`src/verilog/smbs_pkg.sv`:
```
package smbs_pkg;
    // address and column widths, bank bit and mode word bit positions (address pins at the load command)
    localparam int ADDR_W = 12;
    localparam int COL_W = 8;
    localparam int BANK_BIT = 11;
    localparam int BURST_SIZE_LSB = 0;
    localparam int BURST_ORDER_BIT = 3;
    localparam int READ_LATENCY_LSB = 4;
    localparam int WRITE_POLICY_LSB = 9;
    // burst size codes
    localparam logic [2:0] BSZ_1 = 3'h0;
    localparam logic [2:0] BSZ_2 = 3'h1;
    localparam logic [2:0] BSZ_4 = 3'h2;
    localparam logic [2:0] BSZ_8 = 3'h3;
    localparam logic [2:0] BSZ_PAGE = 3'h7;
    // write policy codes on pins 11..9
    localparam logic [2:0] WP_BURST = 3'h0;
    localparam logic [2:0] WP_SINGLE = 3'h4;
    localparam logic [ADDR_W-1:0] MODE_RESET = 12'h000;
    localparam logic [8:0] PAGE_BEATS = 9'h100;
    localparam int SETTLE_CYCLES = 2;

    typedef struct packed {
        logic single_write;
        logic [2:0] read_latency_field;
        logic burst_order_field;
        logic [2:0] burst_size_field;
    } smbs_mode_t;

    // one beat handed to the array side
    typedef struct packed {
        logic write;
        logic bank;
        logic [COL_W-1:0] col;
        logic [15:0] data;
    } smbs_beat_t;
endpackage

```
`src/verilog/smbs_fifo.sv`:
```
`timescale 1ns/100ps
module smbs_fifo #(
    parameter int WIDTH = 26,
    parameter int DEPTH = 4
) (
    input wire logic clk_sys,
    input wire logic reset_n,
    input wire logic in_valid,
    output logic in_ready,
    input wire logic [WIDTH-1:0] in_data,
    output logic out_valid,
    input wire logic out_ready,
    output logic [WIDTH-1:0] out_data
);
    localparam int AW = $clog2(DEPTH);
    logic [WIDTH-1:0] mem_q [DEPTH];
    logic [AW-1:0] wr_q, rd_q;
    logic [AW:0] cnt_q;
    wire push = in_valid && in_ready;
    wire pop = out_valid && out_ready;

    // full/empty straight from the occupancy count
    assign in_ready = cnt_q < (AW+1)'(DEPTH);
    assign out_valid = cnt_q != '0;
    assign out_data = mem_q[rd_q];

    always_ff @(posedge clk_sys or negedge reset_n) begin
        if (!reset_n) begin
            wr_q <= '0;
            rd_q <= '0;
            cnt_q <= '0;
        end else begin
            if (push) wr_q <= (wr_q == AW'(DEPTH-1)) ? '0 : wr_q + 1'b1;
            if (pop) rd_q <= (rd_q == AW'(DEPTH-1)) ? '0 : rd_q + 1'b1;
            cnt_q <= cnt_q + (AW+1)'(push) - (AW+1)'(pop);
        end
    end

    // storage has no reset; out_data is qualified by out_valid
    always_ff @(posedge clk_sys) begin
        if (push) mem_q[wr_q] <= in_data;
    end
endmodule

```
`src/verilog/smbs_sequencer.sv`:
```
`timescale 1ns/100ps
module smbs_sequencer
    import smbs_pkg::*;
#(
    parameter int DATA_W = 16,
    parameter int FIFO_DEPTH = 4
) (
    input wire logic clk_sys,
    input wire logic reset_n,
    input wire logic load_config_command,
    input wire logic read_cmd,
    input wire logic write_cmd,
    input wire logic stop_cmd,
    input wire logic [ADDR_W-1:0] addr,
    input wire logic [DATA_W-1:0] wr_data,
    output logic beat_valid,
    input wire logic beat_ready,
    output smbs_beat_t beat,
    output logic cmd_ready,
    output logic busy,
    output smbs_mode_t mode,
    output logic mode_reserved,
    output logic [COL_W-1:0] col_addr,
    output logic bank_sel,
    output logic write_strobe
);
    typedef enum logic [1:0] {SMBS_IDLE, SMBS_READ, SMBS_WRITE} smbs_state_t;

    smbs_state_t state_q, state_d;
    smbs_mode_t mode_q, mode_d;
    logic reserved_q, reserved_d;
    logic [COL_W-1:0] start_q;
    logic bank_q;
    logic [8:0] beat_q, beat_d;
    logic [COL_W-1:0] col_q, col_d;
    logic [DATA_W-1:0] data_q;
    logic strobe_q, strobe_d;
    logic vld_q;
    logic [1:0] settle_q;
    logic fifo_ready;
    logic start_was_wr_q;

    // decode of the mode word at a config load
    wire [2:0] size_in = addr[BURST_SIZE_LSB +: 3];
    wire [2:0] policy_in = addr[WRITE_POLICY_LSB +: 3];
    wire order_in = addr[BURST_ORDER_BIT];
    wire size_ok = (size_in <= BSZ_8) || (size_in == BSZ_PAGE && !order_in);
    wire policy_ok = (policy_in == WP_BURST) || (policy_in == WP_SINGLE);
    wire load_go = load_config_command && state_q == SMBS_IDLE;

    // burst length in beats from the held size code
    wire [8:0] blen = (mode_q.burst_size_field == BSZ_PAGE) ? PAGE_BEATS :
        (9'h001 << mode_q.burst_size_field[1:0]);
    wire [7:0] mask = 8'(blen - 9'h001);
    wire [7:0] beat8 = beat_q[7:0];
    wire [7:0] seq_low = (start_q + beat8) & mask;
    wire [7:0] ilv_low = (start_q ^ beat8) & mask;
    wire [7:0] next_col = (start_q & ~mask) |
        (mode_q.burst_order_field ? ilv_low : seq_low);
    // single write stores one word only, whatever the size
    wire one_write = mode_q.single_write || blen == 9'h001;
    wire last_beat = (beat_q + 9'h001 >= blen) && blen != PAGE_BEATS;

    // commands are refused while the fifo is full or the mode settles
    assign cmd_ready = fifo_ready && settle_q == 2'h0;
    // a beat refused by a full fifo stays put; stepping on would lose a column
    wire adv = !vld_q || fifo_ready;
    wire cmd_go = cmd_ready && state_q == SMBS_IDLE && !load_config_command;
    wire start_rd = cmd_go && read_cmd;
    wire start_wr = cmd_go && write_cmd && !read_cmd;

    // mode register load and reserved-code flag
    always_comb begin
        mode_d = mode_q;
        reserved_d = reserved_q;
        if (load_go) begin
            mode_d.burst_size_field = size_in;
            mode_d.burst_order_field = order_in;
            mode_d.read_latency_field = addr[READ_LATENCY_LSB +: 3];
            mode_d.single_write = policy_in == WP_SINGLE;
            reserved_d = !(size_ok && policy_ok);
        end
    end

    // burst sequencing: the command beat is beat 0 of the burst
    always_comb begin
        state_d = state_q;
        beat_d = beat_q;
        col_d = col_q;
        strobe_d = 1'b0;
        case (state_q)
            SMBS_IDLE: begin
                if (start_rd || start_wr) begin
                    col_d = addr[COL_W-1:0];
                    beat_d = 9'h001;
                    strobe_d = start_wr;
                    if (start_rd && blen != 9'h001) state_d = SMBS_READ;
                    if (start_wr && !one_write) state_d = SMBS_WRITE;
                end
            end
            SMBS_READ, SMBS_WRITE: begin
                if (stop_cmd) begin
                    state_d = SMBS_IDLE;
                end else if (adv) begin
                    col_d = next_col;
                    beat_d = beat_q + 9'h001;
                    if (last_beat) state_d = SMBS_IDLE;
                end
            end
            default: state_d = SMBS_IDLE;
        endcase
    end

    // registers; full page wraps via 8-bit column arithmetic
    always_ff @(posedge clk_sys or negedge reset_n) begin
        if (!reset_n) begin
            state_q <= SMBS_IDLE;
            mode_q <= '0;
            reserved_q <= 1'b0;
            beat_q <= '0;
            col_q <= '0;
            strobe_q <= 1'b0;
            settle_q <= '0;
        end else begin
            state_q <= state_d;
            mode_q <= mode_d;
            reserved_q <= reserved_d;
            beat_q <= beat_d;
            col_q <= col_d;
            strobe_q <= strobe_d;
            settle_q <= load_go ? 2'(SETTLE_CYCLES) :
                (settle_q != 2'h0 ? settle_q - 2'h1 : 2'h0);
        end
    end

    // command-cycle capture of start, bank and first write word
    always_ff @(posedge clk_sys or negedge reset_n) begin
        if (!reset_n) begin
            start_q <= '0;
            bank_q <= 1'b0;
            data_q <= '0;
            vld_q <= 1'b0;
        end else begin
            if (start_rd || start_wr) begin
                start_q <= addr[COL_W-1:0];
                bank_q <= addr[BANK_BIT];
            end
            if (start_wr || (state_q == SMBS_WRITE && adv)) data_q <= wr_data;
            vld_q <= (start_rd || start_wr) ||
                (state_q != SMBS_IDLE && !stop_cmd && adv) || (vld_q && !fifo_ready);
        end
    end

    // beat stream into the fifo; each cycle one beat at most
    wire in_valid = vld_q;
    smbs_beat_t in_beat;
    assign in_beat.write = strobe_q || state_q == SMBS_WRITE ||
        (state_q == SMBS_IDLE && vld_q && start_was_wr_q);
    assign in_beat.bank = bank_q;
    assign in_beat.col = col_q;
    assign in_beat.data = data_q;

    // remembers the command kind for the last beat, pushed after the burst went idle
    always_ff @(posedge clk_sys or negedge reset_n) begin
        if (!reset_n) start_was_wr_q <= 1'b0;
        else if (start_rd || start_wr) start_was_wr_q <= start_wr;
    end

    smbs_fifo #(
        .WIDTH($bits(smbs_beat_t)),
        .DEPTH(FIFO_DEPTH)
    ) u_fifo (
        .clk_sys(clk_sys),
        .reset_n(reset_n),
        .in_valid(in_valid),
        .in_ready(fifo_ready),
        .in_data(in_beat),
        .out_valid(beat_valid),
        .out_ready(beat_ready),
        .out_data(beat)
    );

    // status outputs, all from flip-flops
    assign busy = state_q != SMBS_IDLE;
    assign mode = mode_q;
    assign mode_reserved = reserved_q;
    assign col_addr = col_q;
    assign bank_sel = bank_q;
    assign write_strobe = strobe_q;
endmodule
```
`config.mk`:
```
export PLATFORM = sky130hd
export DESIGN_NAME = smbs_sequencer
export DESIGN_NICKNAME = d
export VERILOG_FILES = /design/src/verilog/smbs_pkg.sv /design/src/verilog/smbs_fifo.sv /design/src/verilog/smbs_sequencer.sv
export SDC_FILE = /design/constraint.sdc
export NUM_CORES = 1
export LEC_CHECK = 0
export ABC_CLOCK_PERIOD_IN_PS = 2450
export BUFFER_PORTS_ARGS = -buffer_cell sky130_fd_sc_hd__buf_2
export CAP_MARGIN = 40
export CORE_ASPECT_RATIO = 0.6
export CORE_UTILIZATION = 32
export CTS_BUF_LIST = sky130_fd_sc_hd__clkbuf_2
export DETAILED_ROUTE_END_ITERATION = 12
export PLACE_DENSITY_LB_ADDON = 0.05
export REMOVE_ABC_BUFFERS = 1
export SKIP_LAST_GASP = 1
export SYNTH_ARGS = -nofsm -noshare
export SYNTH_HDL_FRONTEND = slang
export SYNTH_SLANG_ARGS = --single-unit
```
`constraint.sdc`:
```
create_clock -name clk_sys -period 2.45 [get_ports clk_sys]
set_input_delay 0.245 -clock clk_sys [delete_from_list [all_inputs] [get_ports clk_sys]]
set_output_delay 0.245 -clock clk_sys [all_outputs]
set_load 0.03 [all_outputs]
```
=== Word level (Yosys, flattened, before mapping) ===
Memories as Yosys holds them, arrays and structs flattened.
Cells that the tools add are included.

* Add/sub/neg operators: 8
* Magnitude comparators: 3
* Equality and inequality tests: 16
* Shifts and indexed selects: 1
* Multiplexer cells: 25
* Bitwise operators: 6
* Reductions and logical operators: 48

{| class="wikitable"
|+ Operator list
! operator !! number
|-
| 2-to-1 mux 9 bit || 4
|-
| 2-to-1 mux 8 bit || 4
|-
| bitwise AND 8 bit || 3
|-
| logical AND 1 bit || 20
|-
| 2-to-1 mux 2 bit || 10
|-
| one-hot mux 9 bit (2 select lines) || 1
|-
| one-hot mux 8 bit (2 select lines) || 1
|-
| logical OR 1 bit || 10
|-
| adder 9 x 1 -> 9 bit (second input constant) || 1
|-
| == test 3 bit (second input constant) || 3
|-
| == test 9 x 1 -> 1 bit (second input constant) || 1
|-
| greater-or-equal comparator 9 bit || 1
|-
| inequality test 9 x 1 -> 1 bit (second input constant) || 1
|-
| inequality test 9 bit (second input constant) || 1
|-
| left shift 1 x 2 -> 9 bit (first input constant) || 1
|-
| adder 8 bit || 1
|-
| zero test 1 bit || 8
|-
| inverter 8 bit || 1
|-
| OR 8 bit || 1
|-
| AND reduction 4 bit || 2
|-
| subtractor 8 x 1 -> 8 bit (second input constant) || 1
|-
| XOR 8 bit || 1
|-
| == test 2 bit (second input constant) || 3
|-
| inequality test 3 bit (second input constant) || 2
|-
| other kinds (17) || 25
|}

* Register bits: 65
* Memory bits (writable): 104
* Output and inout bits: 48
* Memories: 1

{| class="wikitable"
|+ Memories
! name !! words !! width !! rd ports !! clocked after Yosys merged registers in !! wr ports !! line !! RTL
|-
| u_fifo.mem_q || 4 || 26 || 1 || 0 || 1 || smbs_fifo.sv:16 || <nowiki>logic [WIDTH-1:0] mem_q [DEPTH];</nowiki>
|}

=== Longest topological paths before layout ===
* Word-level depth: 10
* Depth in mapped cells: 10
* Gate-level depth less buffers: 10

=== Hierarchy ===
From an unflattened synthesis, not the netlist that was laid out.

* Cell total of the unflattened synthesis: 504
* Area, all modules: 7619.8 um2

{| class="wikitable"
|+ Modules (own cells, without submodules)
! module !! instances !! cells an instance !! area an instance (um2)
|-
| smbs_fifo || 1 || 174 || 4232.8
|-
| smbs_sequencer || 1 || 330 || 3387.0
|}

=== Least setup slack after synthesis ===
OpenSTA, ideal clock, no wires.

* Kind: register -> register
* Start point: register beat_q[0]
* End point: register state_q[0]
* Setup time: 0.125 ns
* Arrival time: 2.376 ns
* Data required time: 2.325 ns
* Setup slack: -0.051 ns
* Stages on the path, launching flop included: 11
* Buffers on the path: 0
* Cells stage by stage: dfrtp_1 -> ha_1 -> nand2_1 -> or2_2 -> or3_1 -> nand2_1 -> ha_1 -> o221ai_1 -> a22oi_1 -> o31ai_1 -> mux2_2

* Cells in the longest elaborated chain, start to end: 5

{| class="wikitable"
|+ Ends and longest elaborated chain
! what !! line !! RTL
|-
| start, declared || smbs_sequencer.sv:34 || <nowiki>logic [8:0] beat_q, beat_d;</nowiki>
|-
| start signal, assigned || smbs_sequencer.sv:128 || <nowiki>beat_q <= beat_d;</nowiki>
|-
| adder 9 x 1 -> 9 bit || smbs_sequencer.sv:62 || <nowiki>wire last_beat = (beat_q + 9'h001 >= blen) && blen != PAGE_BEATS;</nowiki>
|-
| greater-or-equal comparator 9 bit || smbs_sequencer.sv:62 ||
|-
| logical AND 1 bit || smbs_sequencer.sv:62 ||
|-
| inequality test 3 bit (no line) || -- ||
|-
| AND reduction 4 bit (no line) || -- ||
|-
| end signal, assigned || smbs_sequencer.sv:125 || <nowiki>state_q <= state_d;</nowiki>
|-
| end, declared || smbs_sequencer.sv:29 || <nowiki>smbs_state_t state_q, state_d;</nowiki>
|}

No other way between the ends.
A chain may end at the register's enable or synchronous reset.

=== Worst setup path after layout ===
* Start point: register beat_q[0]
* End point: register state_q[1]

The elaborated chain is that of the path after synthesis.

==> results.cfg <==
[layout]
fillers = 2241
syn2layout_area_growth_pct = 22.3
layout_common_cells = edfxtp_1 (104), buf_2 (80), dfrtp_1 (63)
fin_area_um2 = 9300
final_common_cell = edfxtp_1
final_util_pct = 40.1
finalNetCount = 733
drive_gt1_share_pct = 34.3
diodes = 0

[routing]
vias = 4768
routed_wl_um = 18500
drt_iter0_markers = 298
route.detailed.drc = 0
ant_nets = 0
firstDrtPassIters = 5
viasPerCell = 4.79
drt-wirelength-per-cell_um = 18.6

[sta]
finalMaxSlewViolations = 0
rsz0062_at_grt = yes
worst_pin_slew_ns = 0.535
setup-violations-final = 0
hold_ws_ns = 0.242
finClkSkew_ns = 0.0307
period_share_pct = 99.4
period_needed_ns = 2.43
max_freq_mhz = 411
finalHoldViolations = 0
slew_headroom_pct = 64.0

[critical_path]
startpoint_type = flop
crit_fanout = 4
crit_arrival_ns = 3.10
reg2reg_depth = 10
rr_startpoint = beat_q[0]
slowest_delay_ns = 0.47
r2r_setup_slack_ns = 0.02
slowest_stage = dfrtp_1
crit_required_ns = 3.12
crit_chain = ha_2 > nand2_2 > or2_4 > or3_4 > nand2_4 > ha_4 > o221ai_2 > a22oi_2 > o31ai_4 > mux2_4
worst-setup-path-type = reg2reg
rr_endpoint = state_q[1]
end_kind = flop

[yosys]
synth.distinct_cells = 64
avgSynthCellArea_um2 = 14.7
ys_async_sr_fraction_pct = 38.5
synth-seq-cells = 169
synth_area_um2 = 7600
synth_seq_area_share_pct = 62.5
synth_edf_count = 104
yosys_most_used_dff = edfxtp_1
synthCells = 516
yosys_warnings = 0

[die]
rows = 43
die_area_um2 = 24400
die_x_um = 201
die_h_um = 121
ios = 83
fp.coreArea_um2 = 23200
initial_core_util_pct = 32.8

[worst_hold_path]
min_to = start_q[7]
hold_class = in2reg
hold_depth = 4
worstHoldStart = addr[7]

[power]
p_leak_uw = 0.00375
vdd_drop_max_uv = 524
cellPowerDensity_nw_per_um2 = 1280

[clock_network]
cts_sinks = 169
cts_made_buffers = 17
ctsRootBufferMaster = clkbuf_2
clk_latency_ns = 0.75
cts_buffer_depth = 2
h-tree-depth = 4
tritoncts = yes
clk_pin_slew_ns = 0.28

[flow_run]
maxCapViolations = 0

[placement]
place_area_um2 = 8560
finalWeightedCongestion = 0.848
port_buffers = 81
hpwl_um = 12500

[global_route]
grt_max_degree = 66
first_global_vias = 4827
grt_pass1_wl_um = 28700
grtUsageTotal_pct = 16.2
grt_remaining_overflow = 0
antenna_found_initial = 0

[status]
outcome = completed
[cell families (layout without fill, tap and decap cells)]
| kind of cell | count (synthesis) | after routing | synth area share, % |
|---|---|---|---|
| mux | 54 | 54 | 12.3 |
| buf+inv | 49 | 213 | 3.18 |
| xor+xnor | 5 | 5 | 0.576 |
| flops | 169 | 169 | 62.5 |
| compound gates | 83 | 83 | 8.05 |
| simple gates | 125 | 125 | 8.13 |
| fa+ha+maj | 31 | 31 | 5.30 |
[through the flow]
stage	instances	total power, uW	worst slack, ns	TNS (ns)
floorplan	490	8250	-0.0489	-0.133
global placement	924	10200	-0.0518	-0.103
detailed placement	924	10200	-0.0626	-0.123
CTS	995	11900	-0.0793	-0.968
global route	995	12800	-0.133	-2.79
finish	995	11900	0.0159	0
[power breakdown]
group          switching, uW  internal [uW]  total (uW)  leakage, uW
combinational           3430           2350        5780      0.00187
sequential               570           4070        4640      0.00175
clock                   1070            388        1460     0.000127
[per-layer routing]
| layer | vias up | share of wire [%] | global-route usage [%] |
|---|---|---|---|
| li1 | 2242 | - | - |
| met1 | 2400 | 51 | 24.7 |
| met2 | 113 | 41 | 22.5 |
| met3 | 13 | 6.6 | 4.03 |
| met4 | 0 | 1.0 | 4.15 |
| met5 | - | 0 | 0 |
[critical path: cells and delay by family, from the launching register on]
family                   cells  cell delay [ns]
flip-flops                   1             0.47
AND/OR/NAND/NOR              4             0.76
AO/OA/AOI/OAI                3             0.39
adder cells (fa/ha/maj)      2             0.40
multiplexers                 1             0.32
[layout make-up]
type,count,area (um^2),share of cell area (%)
clock buffer,17,85.1,0.914
clock inverter,15,144,1.55
inverter,23,86.3,0.928
multi-input combinational,298,2720,29.2
sequential,169,4750,51.1
tap,315,394,4.24
timing repair buffer,158,1120,12.1
[worst max path at each step]
stage                               from          to  slack (ns)  cells after the start
after floorplan                beat_q[0]  state_q[0]       -0.05                     10
after global placement         beat_q[0]  state_q[1]       -0.05                     10
after detailed placement       beat_q[0]  state_q[1]       -0.06                     10
after CTS                 u_fifo.rd_q[0]    beat[23]       -0.08                      3
after global routing      u_fifo.rd_q[0]    beat[23]       -0.13                      3
final                          beat_q[0]  state_q[1]        0.02                     10
[state kept, by name (all words and copies together) (netlist names), 2 cells and up]
signal,cells
data_q,16
u_fifo.rd_q,2
u_fifo.mem_q,104
start_q,8
col_addr,8
settle_q,2
mode,8
u_fifo.wr_q,2
state_q,2
beat_q,9
u_fifo.cnt_q,3
[repair_timing]
item                                    in CTS  in global routing
endpoints found under the setup margin      28                 30
buffers inserted                             2                  0
pin swaps                                    5                  7
hold buffers                                37                  0
resized for setup                           12                 18
endpoints found under the hold margin      117                  0
[cells in the mapped netlist, types with 2 or more instances]
| master | count | area (um^2) |
|---|---|---|
| edfxtp_1 | 104 | 3120 |
| dfrtp_1 | 65 | 1630 |
| nand2_1 | 52 | 195 |
| ha_1 | 29 | 363 |
| mux4_2 | 26 | 586 |
| inv_1 | 23 | 86.3 |
| a21oi_1 | 17 | 85.1 |
| mux2_2 | 17 | 191 |
| nor2_1 | 17 | 63.8 |
| o21ai_0 | 17 | 85.1 |
| clkbuf_1 | 11 | 41.3 |
| mux2_4 | 10 | 150 |
| nand2b_1 | 10 | 62.6 |
| buf_4 | 8 | 60.1 |
| nand3_1 | 8 | 40.0 |
| a22o_1 | 7 | 61.3 |
| and2_1 | 6 | 37.5 |
| nor3_1 | 6 | 30.0 |
| a211oi_1 | 5 | 37.5 |
| nand4_1 | 5 | 31.3 |
| or3_1 | 5 | 31.3 |
| buf_2 | 4 | 20.0 |
| o211ai_1 | 4 | 30.0 |
| xnor2_1 | 4 | 35.0 |
| a21o_1 | 3 | 22.5 |
| buf_6 | 3 | 33.8 |
| nor4_1 | 3 | 18.8 |
| a22oi_1 | 2 | 15.0 |
| a311oi_1 | 2 | 17.5 |
| and3_1 | 2 | 12.5 |
| fa_1 | 2 | 40.0 |
| nor2b_1 | 2 | 12.5 |
| o2111ai_1 | 2 | 17.5 |
| o21ai_1 | 2 | 10.0 |
| o221ai_1 | 2 | 17.5 |
| o31ai_1 | 2 | 15.0 |
| or2_2 | 2 | 12.5 |
Power figures use the tool's default switching activity.
